File: config.mk
export PLATFORM = sky130hd
export DESIGN_NAME = wsc_wake_standby
export DESIGN_NICKNAME = d
export VERILOG_FILES = /design/src/hw/wsc_hold_timer.v /design/src/hw/wsc_wake_standby.v
export VERILOG_INCLUDE_DIRS = /design/src /design/src/hw
export SDC_FILE = /design/constraint.sdc
export NUM_CORES = 1
export LEC_CHECK = 0
export ABC_AREA = 0
export BUFFER_PORTS_ARGS = -buffer_cell sky130_fd_sc_hd__buf_2
export CORE_UTILIZATION = 49
export DETAILED_ROUTE_END_ITERATION = 6
export PLACE_DENSITY = 0.87
export SKIP_LAST_GASP = 1
export SLEW_MARGIN = 20
export SYNTH_ARGS = -nofsm -noshare
export SYNTH_HDL_FRONTEND = slang
export SYNTH_SLANG_ARGS = --single-unit
File: constraint.sdc
create_clock -name pclk -period 2.2 [get_ports pclk]
set_input_delay 0.44 -clock pclk [delete_from_list [all_inputs] [get_ports pclk]]
set_output_delay 0.44 -clock pclk [all_outputs]
set_load 0.01 [all_outputs]
File: src/hw/wsc_regs.vh
/*
 * Register offsets, field positions, reset values and timing figures
 * of the wake / standby input control block.
 * Assumes a 40 MHz pclk and word-aligned APB byte addresses.
 */
`ifndef WSC_REGS_VH
`define WSC_REGS_VH

// register byte offsets
`define WSC_ADDR_CTRL 8'h00
`define WSC_ADDR_STATUS 8'h04
`define WSC_ADDR_MASK 8'h08
`define WSC_ADDR_STATE 8'h0C

// control register fields
`define WSC_CTRL_EDGE 0
`define WSC_CTRL_DBNC_LO 1
`define WSC_CTRL_DBNC_HI 2
`define WSC_CTRL_STBY_INV 3
`define WSC_CTRL_OFF_SLEEP 4
`define WSC_CTRL_W 5
// edge-sensitive, debounce code 01, active-high standby, turn-off to OFF
`define WSC_CTRL_RST 5'h03

// status / mask fields (status sticky, write one to clear; mask plain read/write)
`define WSC_ST_WAKE 0
`define WSC_ST_TURN_ON 1
`define WSC_ST_TURN_OFF 2
`define WSC_ST_W 3
`define WSC_MASK_RST 3'h0

// debounce select codes
`define WSC_DBNC_NONE 2'h0
`define WSC_DBNC_SHORT 2'h1
`define WSC_DBNC_MID 2'h2
`define WSC_DBNC_LONG 2'h3

// timing in pclk cycles at 40 MHz, sized to the counter width so nothing is cut
`define WSC_CLK_MHZ 40
`define WSC_CNT_W 28
`define WSC_T_SHORT_CYC 28'h1312D0 // 31.25 ms
`define WSC_T_MID_CYC 28'h4C4B40 // 125 ms
`define WSC_T_LONG_CYC 28'h1C9C380 // 750 ms
`define WSC_T_OFF_CYC 28'h9896800 // 4.0 s long press

`endif

File: src/hw/wsc_hold_timer.v
/*
 * Hold timer: counts pclk cycles since the sampled input last changed.
 * Assumes its input is already synchronised to pclk.
 */
`timescale 1ns/100ps
module wsc_hold_timer #(
    parameter CW = 28,
    parameter IDLE_LEVEL = 1'b1
) (
    input wire pclk,
    input wire presetn,
    input wire level_in,
    output reg level,
    output reg [CW-1:0] hold_cnt,
    output reg moved
);

    wire changed = level_in != level;

    ////////////////////////////////////////////////////////////////////////
    // restart on every change, saturate so a held level never wraps
    always @(posedge pclk or negedge presetn) begin
        if (!presetn) begin
            level <= IDLE_LEVEL;
            hold_cnt <= {CW{1'b0}};
            moved <= 1'b0;
        end else if (changed) begin
            level <= level_in;
            hold_cnt <= {CW{1'b0}};
            moved <= 1'b1;
        end else if (hold_cnt != {CW{1'b1}}) begin
            hold_cnt <= hold_cnt + {{(CW-1){1'b0}}, 1'b1};
        end
    end

endmodule

File: src/hw/wsc_wake_standby.v
/*
 * Wake / standby input control: turn-on and turn-off detection from the
 * wake pin, debounced wake interrupts, standby pin with selectable
 * polarity, a small OFF/ON/Sleep mode tracker and an APB register slave.
 * Assumes wake, standby and supply-good pins are asynchronous to pclk;
 * the regulators themselves and their sequencing sit outside.
 */
// The register offsets and the APB register port were left to the implementer.
// What this block does
// - level mode: wake pin high with supply good turns the part on and sets the wake flag and sense bit.
// - edge mode: a falling wake edge with supply good turns the part on and sets the wake flag; the sense bit then reads low.
// - a turn-on event moves the part from OFF or Sleep into ON.
// - leaving Sleep for ON keeps already enabled regulators on instead of restarting the sequence.
// - in edge mode with debounce codes 01 to 11 the wake input is debounced so very short presses do not turn the part on.
// - the wake interrupt is raised on both the falling and the rising wake edge.
// - by default both edge interrupts are debounced by 31.25 ms.
// - the debounce select gives turn-on debounce 0, 31.25, 125 or 750 ms for codes 00 to 11.
// - falling interrupt debounce is 31.25, 31.25, 125, 750 ms by code; rising is always 31.25 ms.
// - the wake flag stays set until software clears it or the part passes through OFF.
// - the wake sense bit is undebounced and follows the wake pin.
// - standby is entered while the standby input is asserted and left when it is released.
// - standby input polarity is chosen by the standby invert bit.
// - edge mode: wake held low for 4.0 s or more turns the part off or into Sleep.
// - level mode: a low wake pin turns the part off or into Sleep.
`timescale 1ns/100ps
`include "wsc_regs.vh"
module wsc_wake_standby #(
    parameter [`WSC_CNT_W-1:0] T_SHORT_CYC = `WSC_T_SHORT_CYC,
    parameter [`WSC_CNT_W-1:0] T_MID_CYC = `WSC_T_MID_CYC,
    parameter [`WSC_CNT_W-1:0] T_LONG_CYC = `WSC_T_LONG_CYC,
    parameter [`WSC_CNT_W-1:0] T_OFF_CYC = `WSC_T_OFF_CYC
) (
    input wire pclk,
    input wire presetn,
    input wire psel,
    input wire penable,
    input wire pwrite,
    input wire [7:0] paddr,
    input wire [31:0] pwdata,
    output reg [31:0] prdata,
    output reg pready,
    output reg pslverr,
    input wire wake_pin,
    input wire standby_pin,
    input wire supply_above_threshold,
    output reg irq,
    output reg mode_on,
    output reg mode_sleep,
    output reg standby_active,
    output reg start_sequence,
    output reg resume_from_sleep
);

    localparam CW = `WSC_CNT_W;
    localparam [2:0] ST_OFF = 3'h1;
    localparam [2:0] ST_ON = 3'h2;
    localparam [2:0] ST_SLEEP = 3'h4;

    reg [1:0] wake_sync;
    reg [1:0] stby_sync;
    reg [1:0] uv_sync;
    reg [`WSC_CTRL_W-1:0] ctrl;
    reg [`WSC_ST_W-1:0] status;
    reg [`WSC_ST_W-1:0] mask;
    reg [2:0] state;
    reg [2:0] next_state;
    reg [CW-1:0] turn_on_thr;
    reg [CW-1:0] fall_thr;
    reg [31:0] rd_word;
    reg rd_hit;

    wire wake_lvl;
    wire [CW-1:0] hold_cnt;
    wire moved;

    wire edge_mode = ctrl[`WSC_CTRL_EDGE];
    wire [1:0] dbnc_sel = ctrl[`WSC_CTRL_DBNC_HI:`WSC_CTRL_DBNC_LO];
    wire supply_ok = uv_sync[1];

    ////////////////////////////////////////////////////////////////////////
    // pin synchronisers; wake idles high, standby and supply idle low
    always @(posedge pclk or negedge presetn) begin
        if (!presetn) begin
            wake_sync <= 2'h3;
            stby_sync <= 2'h0;
            uv_sync <= 2'h0;
        end else begin
            wake_sync <= {wake_sync[0], wake_pin};
            stby_sync <= {stby_sync[0], standby_pin};
            uv_sync <= {uv_sync[0], supply_above_threshold};
        end
    end

    ////////////////////////////////////////////////////////////////////////
    // time since the synchronised wake level last changed
    wsc_hold_timer #(
        .CW(CW),
        .IDLE_LEVEL(1'b1)
    ) u_hold (
        .pclk(pclk),
        .presetn(presetn),
        .level_in(wake_sync[1]),
        .level(wake_lvl),
        .hold_cnt(hold_cnt),
        .moved(moved)
    );

    ////////////////////////////////////////////////////////////////////////
    // debounce thresholds from the select code
    always @* begin
        case (dbnc_sel)
            `WSC_DBNC_NONE: begin
                turn_on_thr = {CW{1'b0}};
                fall_thr = T_SHORT_CYC;
            end
            `WSC_DBNC_SHORT: begin
                turn_on_thr = T_SHORT_CYC;
                fall_thr = T_SHORT_CYC;
            end
            `WSC_DBNC_MID: begin
                turn_on_thr = T_MID_CYC;
                fall_thr = T_MID_CYC;
            end
            default: begin
                turn_on_thr = T_LONG_CYC;
                fall_thr = T_LONG_CYC;
            end
        endcase
    end

    // a hold count hits each threshold at most once per steady period,
    // so every threshold compare below is a single-cycle pulse; level-mode turn_on and turn_off are levels
    wire fall_irq = moved && !wake_lvl && hold_cnt == fall_thr;
    wire rise_irq = moved && wake_lvl && hold_cnt == T_SHORT_CYC;
    wire edge_on = moved && !wake_lvl && hold_cnt == turn_on_thr;
    wire edge_off = moved && !wake_lvl && hold_cnt == T_OFF_CYC;
    wire turn_on = supply_ok && (edge_mode ? edge_on : wake_lvl);
    wire turn_off = edge_mode ? edge_off : !wake_lvl;
    wire on_evt = turn_on && state != ST_ON;
    wire off_evt = turn_off && state == ST_ON;

    ////////////////////////////////////////////////////////////////////////
    // mode tracker: OFF and Sleep both wake into ON
    always @* begin
        case (state)
            ST_OFF: begin
                next_state = turn_on ? ST_ON : ST_OFF;
            end
            ST_SLEEP: begin
                next_state = turn_on ? ST_ON : ST_SLEEP;
            end
            ST_ON: begin
                if (turn_off)
                    next_state = ctrl[`WSC_CTRL_OFF_SLEEP] ? ST_SLEEP : ST_OFF;
                else
                    next_state = ST_ON;
            end
            default: begin
                next_state = ST_OFF;
            end
        endcase
    end

    always @(posedge pclk or negedge presetn) begin
        if (!presetn) begin
            state <= ST_OFF;
            mode_on <= 1'b0;
            mode_sleep <= 1'b0;
            start_sequence <= 1'b0;
            resume_from_sleep <= 1'b0;
        end else begin
            state <= next_state;
            mode_on <= next_state == ST_ON;
            mode_sleep <= next_state == ST_SLEEP;
            // only a cold start replays the sequence; Sleep exit keeps rails up
            start_sequence <= state == ST_OFF && next_state == ST_ON;
            resume_from_sleep <= state == ST_SLEEP && next_state == ST_ON;
        end
    end

    ////////////////////////////////////////////////////////////////////////
    // standby follows the pin through the polarity select
    always @(posedge pclk or negedge presetn) begin
        if (!presetn)
            standby_active <= 1'b0;
        else
            standby_active <= stby_sync[1] ^ ctrl[`WSC_CTRL_STBY_INV];
    end

    ////////////////////////////////////////////////////////////////////////
    // apb: one wait state, so prdata and pready both come from flops
    wire acc_end = psel && penable && pready;
    wire wr_en = acc_end && pwrite;
    wire [`WSC_ST_W-1:0] w1c = (wr_en && paddr == `WSC_ADDR_STATUS) ? pwdata[`WSC_ST_W-1:0] : {`WSC_ST_W{1'b0}};

    always @* begin
        rd_hit = 1'b1;
        rd_word = 32'h00000000;
        case (paddr)
            `WSC_ADDR_CTRL: begin
                rd_word[`WSC_CTRL_W-1:0] = ctrl;
            end
            `WSC_ADDR_STATUS: begin
                rd_word[`WSC_ST_W-1:0] = status;
            end
            `WSC_ADDR_MASK: begin
                rd_word[`WSC_ST_W-1:0] = mask;
            end
            `WSC_ADDR_STATE: begin
                rd_word[0] = wake_sync[1];
                rd_word[1] = standby_active;
                rd_word[4:2] = state;
            end
            default: begin
                rd_hit = 1'b0;
            end
        endcase
    end

    always @(posedge pclk or negedge presetn) begin
        if (!presetn) begin
            pready <= 1'b0;
            pslverr <= 1'b0;
            prdata <= 32'h00000000;
        end else if (psel && penable && !pready) begin
            pready <= 1'b1;
            pslverr <= !rd_hit;
            prdata <= pwrite ? 32'h00000000 : rd_word;
        end else begin
            pready <= 1'b0;
            pslverr <= 1'b0;
            prdata <= 32'h00000000;
        end
    end

    // configuration registers
    always @(posedge pclk or negedge presetn) begin
        if (!presetn) begin
            ctrl <= `WSC_CTRL_RST;
            mask <= `WSC_MASK_RST;
        end else if (wr_en && paddr == `WSC_ADDR_CTRL) begin
            ctrl <= pwdata[`WSC_CTRL_W-1:0];
        end else if (wr_en && paddr == `WSC_ADDR_MASK) begin
            mask <= pwdata[`WSC_ST_W-1:0];
        end
    end

    ////////////////////////////////////////////////////////////////////////
    // sticky status: set beats any clear in the same cycle
    wire [`WSC_ST_W-1:0] st_set = {off_evt, on_evt, fall_irq | rise_irq | on_evt};
    wire [`WSC_ST_W-1:0] st_hwclr = {{(`WSC_ST_W-1){1'b0}}, state == ST_OFF};

    always @(posedge pclk or negedge presetn) begin
        if (!presetn) begin
            status <= {`WSC_ST_W{1'b0}};
            irq <= 1'b0;
        end else begin
            status <= st_set | (status & ~w1c & ~st_hwclr);
            irq <= |((st_set | (status & ~w1c & ~st_hwclr)) & mask);
        end
    end

endmodule

==> impl_metrics.tcl <==
set metrics [dict create \
    grt_util_all_layers 0.244 \
    ys_dominant_reg_cell "dfrtp_1" \
    synth-simple-area-share 0.238 \
    crit_path_cell_trace "inv_1 -> ha_2 -> buf_4 -> nor4_2 -> o21ai_1 -> a2111oi_4 -> a22o_4 -> buf_6 -> nand2_4 -> o221ai_2" \
    report.final.setup_viol 9 \
    detailroute.via_count 3252 \
    max_fanout_on_critical_path 5 \
    slew_limit_fails 0 \
    mappedNetlistArea_sq_mm 0.00371 \
    critPathSlowestCell "dfrtp_2" \
    run_status "finished, violations left" \
    worst_clock_skew_ns 0.0134 \
    worstSetupStartpointType "flip-flop" \
    period_share 1.08 \
    final_area_sq_mm 0.00470 \
    critical_path_arrival_ns 2.64 \
    synth_compound_area_frac 0.0933 \
    route.antenna.remaining_nets 0 \
    drv.max_cap_violation_count 0 \
    global_placer_s_final_weighted_congestion 0.940 \
    place_hpwl_microns 6140 \
    syn-instance-count 375 \
    nets 504 \
    worst-setup-path-type "reg -> reg" \
    synth_warnings 0 \
    fp.dieW_microns 89.1 \
    worstSkewPairLatency_ns 0.36 \
    hold_removal_path_class "in -> async" \
    tritoncts.num_buffers 9 \
    synth_top_family_by_area "simple AND/OR/NAND/NOR gates" \
    p_leak_nw 2.05 \
    yosys-mux-area-fraction 0.0536 \
    drc_errors 0 \
    synth_edf_count 0 \
    cellPowerDensity_mw_per_mm2 567 \
    routed_wirelength_microns 10100 \
    cp_data_required_time_ns 2.47 \
    timing.final.ws_setup_ns -0.171 \
    nFillCells 533 \
    postCtsHoldBufs 0 \
    postLayoutCoreUtil 0.644 \
    diodes 0 \
    start_util 0.509 \
    cts_sinks 63 \
    ys_ff_latch 63 \
    failing_checks "setup timing" \
    synthArstFlopShare 1.00 \
    die_height_microns 89.1 \
    critical_path.n_buffers_inverters 3 \
    clockRootBuffer "clkbuf_8" \
    detailedRoute.firstPassIterationCount 5 \
    maximum_number_of_pins_on_one_net_before_global_route_repair 44 \
    grt_first_pass_wirelength_microns 14300 \
    rsz_0062_raised_after_global_routing "yes" \
    drive_gt1_frac 0.377 \
    post_cts_clock_slew_at_the_launch_and_capture_registers_of_the_worst_setup_and_hold_paths_ns 0.08 \
    h_tree_lvl_count 3 \
    max_freq_mhz 422 \
    area_delta_synth_final_pct 26.5 \
    post_route_setup_tns_ns -1.13 \
    synth-seq-area-share 0.426 \
    preCtsSetupSlack_ns -0.333 \
    fp.dieArea_sq_mm 0.00793 \
    place_area_sq_mm 0.00413 \
    critPathCaptureType "flip-flop" \
    vias_in_the_first_global_route 2959 \
    power.ir.vdd_worst_mv 0.431 \
    finalNonFillerCells 553 \
    grt_antenna_before_repair 0 \
    hold_violations 0 \
    top_level_pins 88 \
    overflow 0 \
    port_buffers 33 \
    cts_tree "yes" \
    placed_cells_incl_taps 528 \
    netlist-cell-type-count 61 \
    route.detailed.vias_per_inst 5.88 \
    average_cell_area_after_synthesis_sq_um 9.91 \
    period_minus_slack_ns 2.37 \
    max_slew_headroom 0.596 \
    synth-adder-area-share 0.0236 \
    fp.coreArea_sq_mm 0.00729 \
    slowest_stage_delay_cp_ns 0.46 \
    ctsLongestPathBuffers 2 \
    worstMarginPinSlew_ns 0.605 \
    initial_drt_markers 420 \
    avgRoutedWirePerCell_microns 18.2 \
    placementRows 31 \
    synth-xor-area-share 0.0542 \
    top_delay_family_on_crit_path "compound AO/OA/AOI/OAI gates" \
]
-- metal layers --
layer  wire (microns)  part of all wire  global-route usage
met1             3750              0.37               0.302
met2             5130              0.51               0.411
met3              794             0.079              0.0406
met4              393             0.039               0.130
met5                0                 0                   0
-- cells in the mapped netlist, types with 7 or more instances --
library cell   n  area share
nor3_1        12       0.016
xnor2_1       19       0.045
ha_1           7       0.024
nor2_1        42       0.042
buf_4         31       0.063
nand3_1       14       0.019
inv_1         16       0.016
nand2_1       22       0.022
nor4_1         9       0.015
nand4_1       10       0.017
clkbuf_1      11       0.011
mux2_2         9       0.027
a21oi_1        9       0.012
dfrtp_1       57        0.38
-- worst register-to-register path, stage by stage (launching register included) --
cell and delay (ns):
dfrtp_2 0.46, inv_1 0.10, ha_2 0.21, buf_4 0.15, nor4_2 0.22, o21ai_1 0.19, a2111oi_4 0.42, a22o_4 0.25
buf_6 0.14, nand2_4 0.06, o221ai_2 0.09
-- where the power goes --
| group | switching, W | internal, W | total, W |
|---|---|---|---|
| Clock | 0.000489 | 0.000672 | 0.00116 |
| Sequential | 0.0000311 | 0.00120 | 0.00123 |
| Combinational | 0.000157 | 0.000119 | 0.000276 |
-- placed cells by master, fill, tap and decap left out, types with 4 or more instances in the layout --
| master | instances |
|---|---|
| dfrtp_1 | 56 |
| buf_4 | 43 |
| nor2_1 | 40 |
| buf_2 | 33 |
| conb_1 | 27 |
| xnor2_1 | 19 |
| nand2_1 | 19 |
| nand3_1 | 14 |
| inv_1 | 13 |
| nor3_1 | 12 |
| nand4_1 | 10 |
| clkbuf_8 | 10 |
| mux2_2 | 8 |
| nor4_1 | 7 |
| a21oi_1 | 7 |
| buf_6 | 7 |
| dfstp_2 | 6 |
| nor2b_1 | 5 |
| a31oi_1 | 5 |
| or2_2 | 4 |
| and4_1 | 4 |
| or3_1 | 4 |
-- final cells by class --
class                           count  area [sq um]  share of cell area
Multi-Input combinational cell    273          2070               0.440
Sequential cell                    63          1590               0.337
Timing Repair Buffer               86           632               0.134
Clock buffer                       10           138              0.0293
Tap cell                           99           124              0.0264
Clock inverter                      6          91.3              0.0194
Inverter                           16          60.1              0.0128
-- logic make-up after synthesis --
group / after synthesis
compound gates: 45
xor+xnor: 23
fa+ha+maj: 7
buf+inv: 65
flops: 63
mux: 15
other cells: 1
simple gates: 156
-- sequential cells by signal, summed over array words and instances (netlist names), 2 cells and up --
name,cells
ctrl,5
mask,3
prdata,5
state,3
status,3
stby_sync,2
u_hold.hold_cnt,28
uv_sync,2
wake_sync,2
-- final timing paths --
path / start / end / slack (ns) / cells after the start
setup / recovery: ctrl[2] / state[1] / -0.17 / 10
hold / removal: presetn / u_hold.hold_cnt[0] / 0.05 / 1
setup reg to reg: ctrl[2] / state[1] / -0.17 / 10
hold reg to reg: uv_sync[0] / uv_sync[1] / 0.35 / 0
max in group asynchronous: presetn / state[0] / 1.49 / 2
min in group pclk: wake_pin / wake_sync[0] / 0.19 / 1
-- timing repair --
action,4_1_cts,5_1_grt
pin swaps,8,20
endpoints found under the hold margin,0,0
buffers inserted,3,5
endpoints found under the setup margin,10,23
gates cloned,0,1
gates resized for setup,22,35
-- metrics by stage --
step                      hold slack [ns]  power, W
after floorplan                     0.144   0.00141
after global placement              0.335   0.00147
after detailed placement            0.337   0.00148
after CTS                          0.0633   0.00264
after global routing               0.0701   0.00275
final                              0.0530   0.00266
Note: power is estimated with default switching activity, not from simulation.
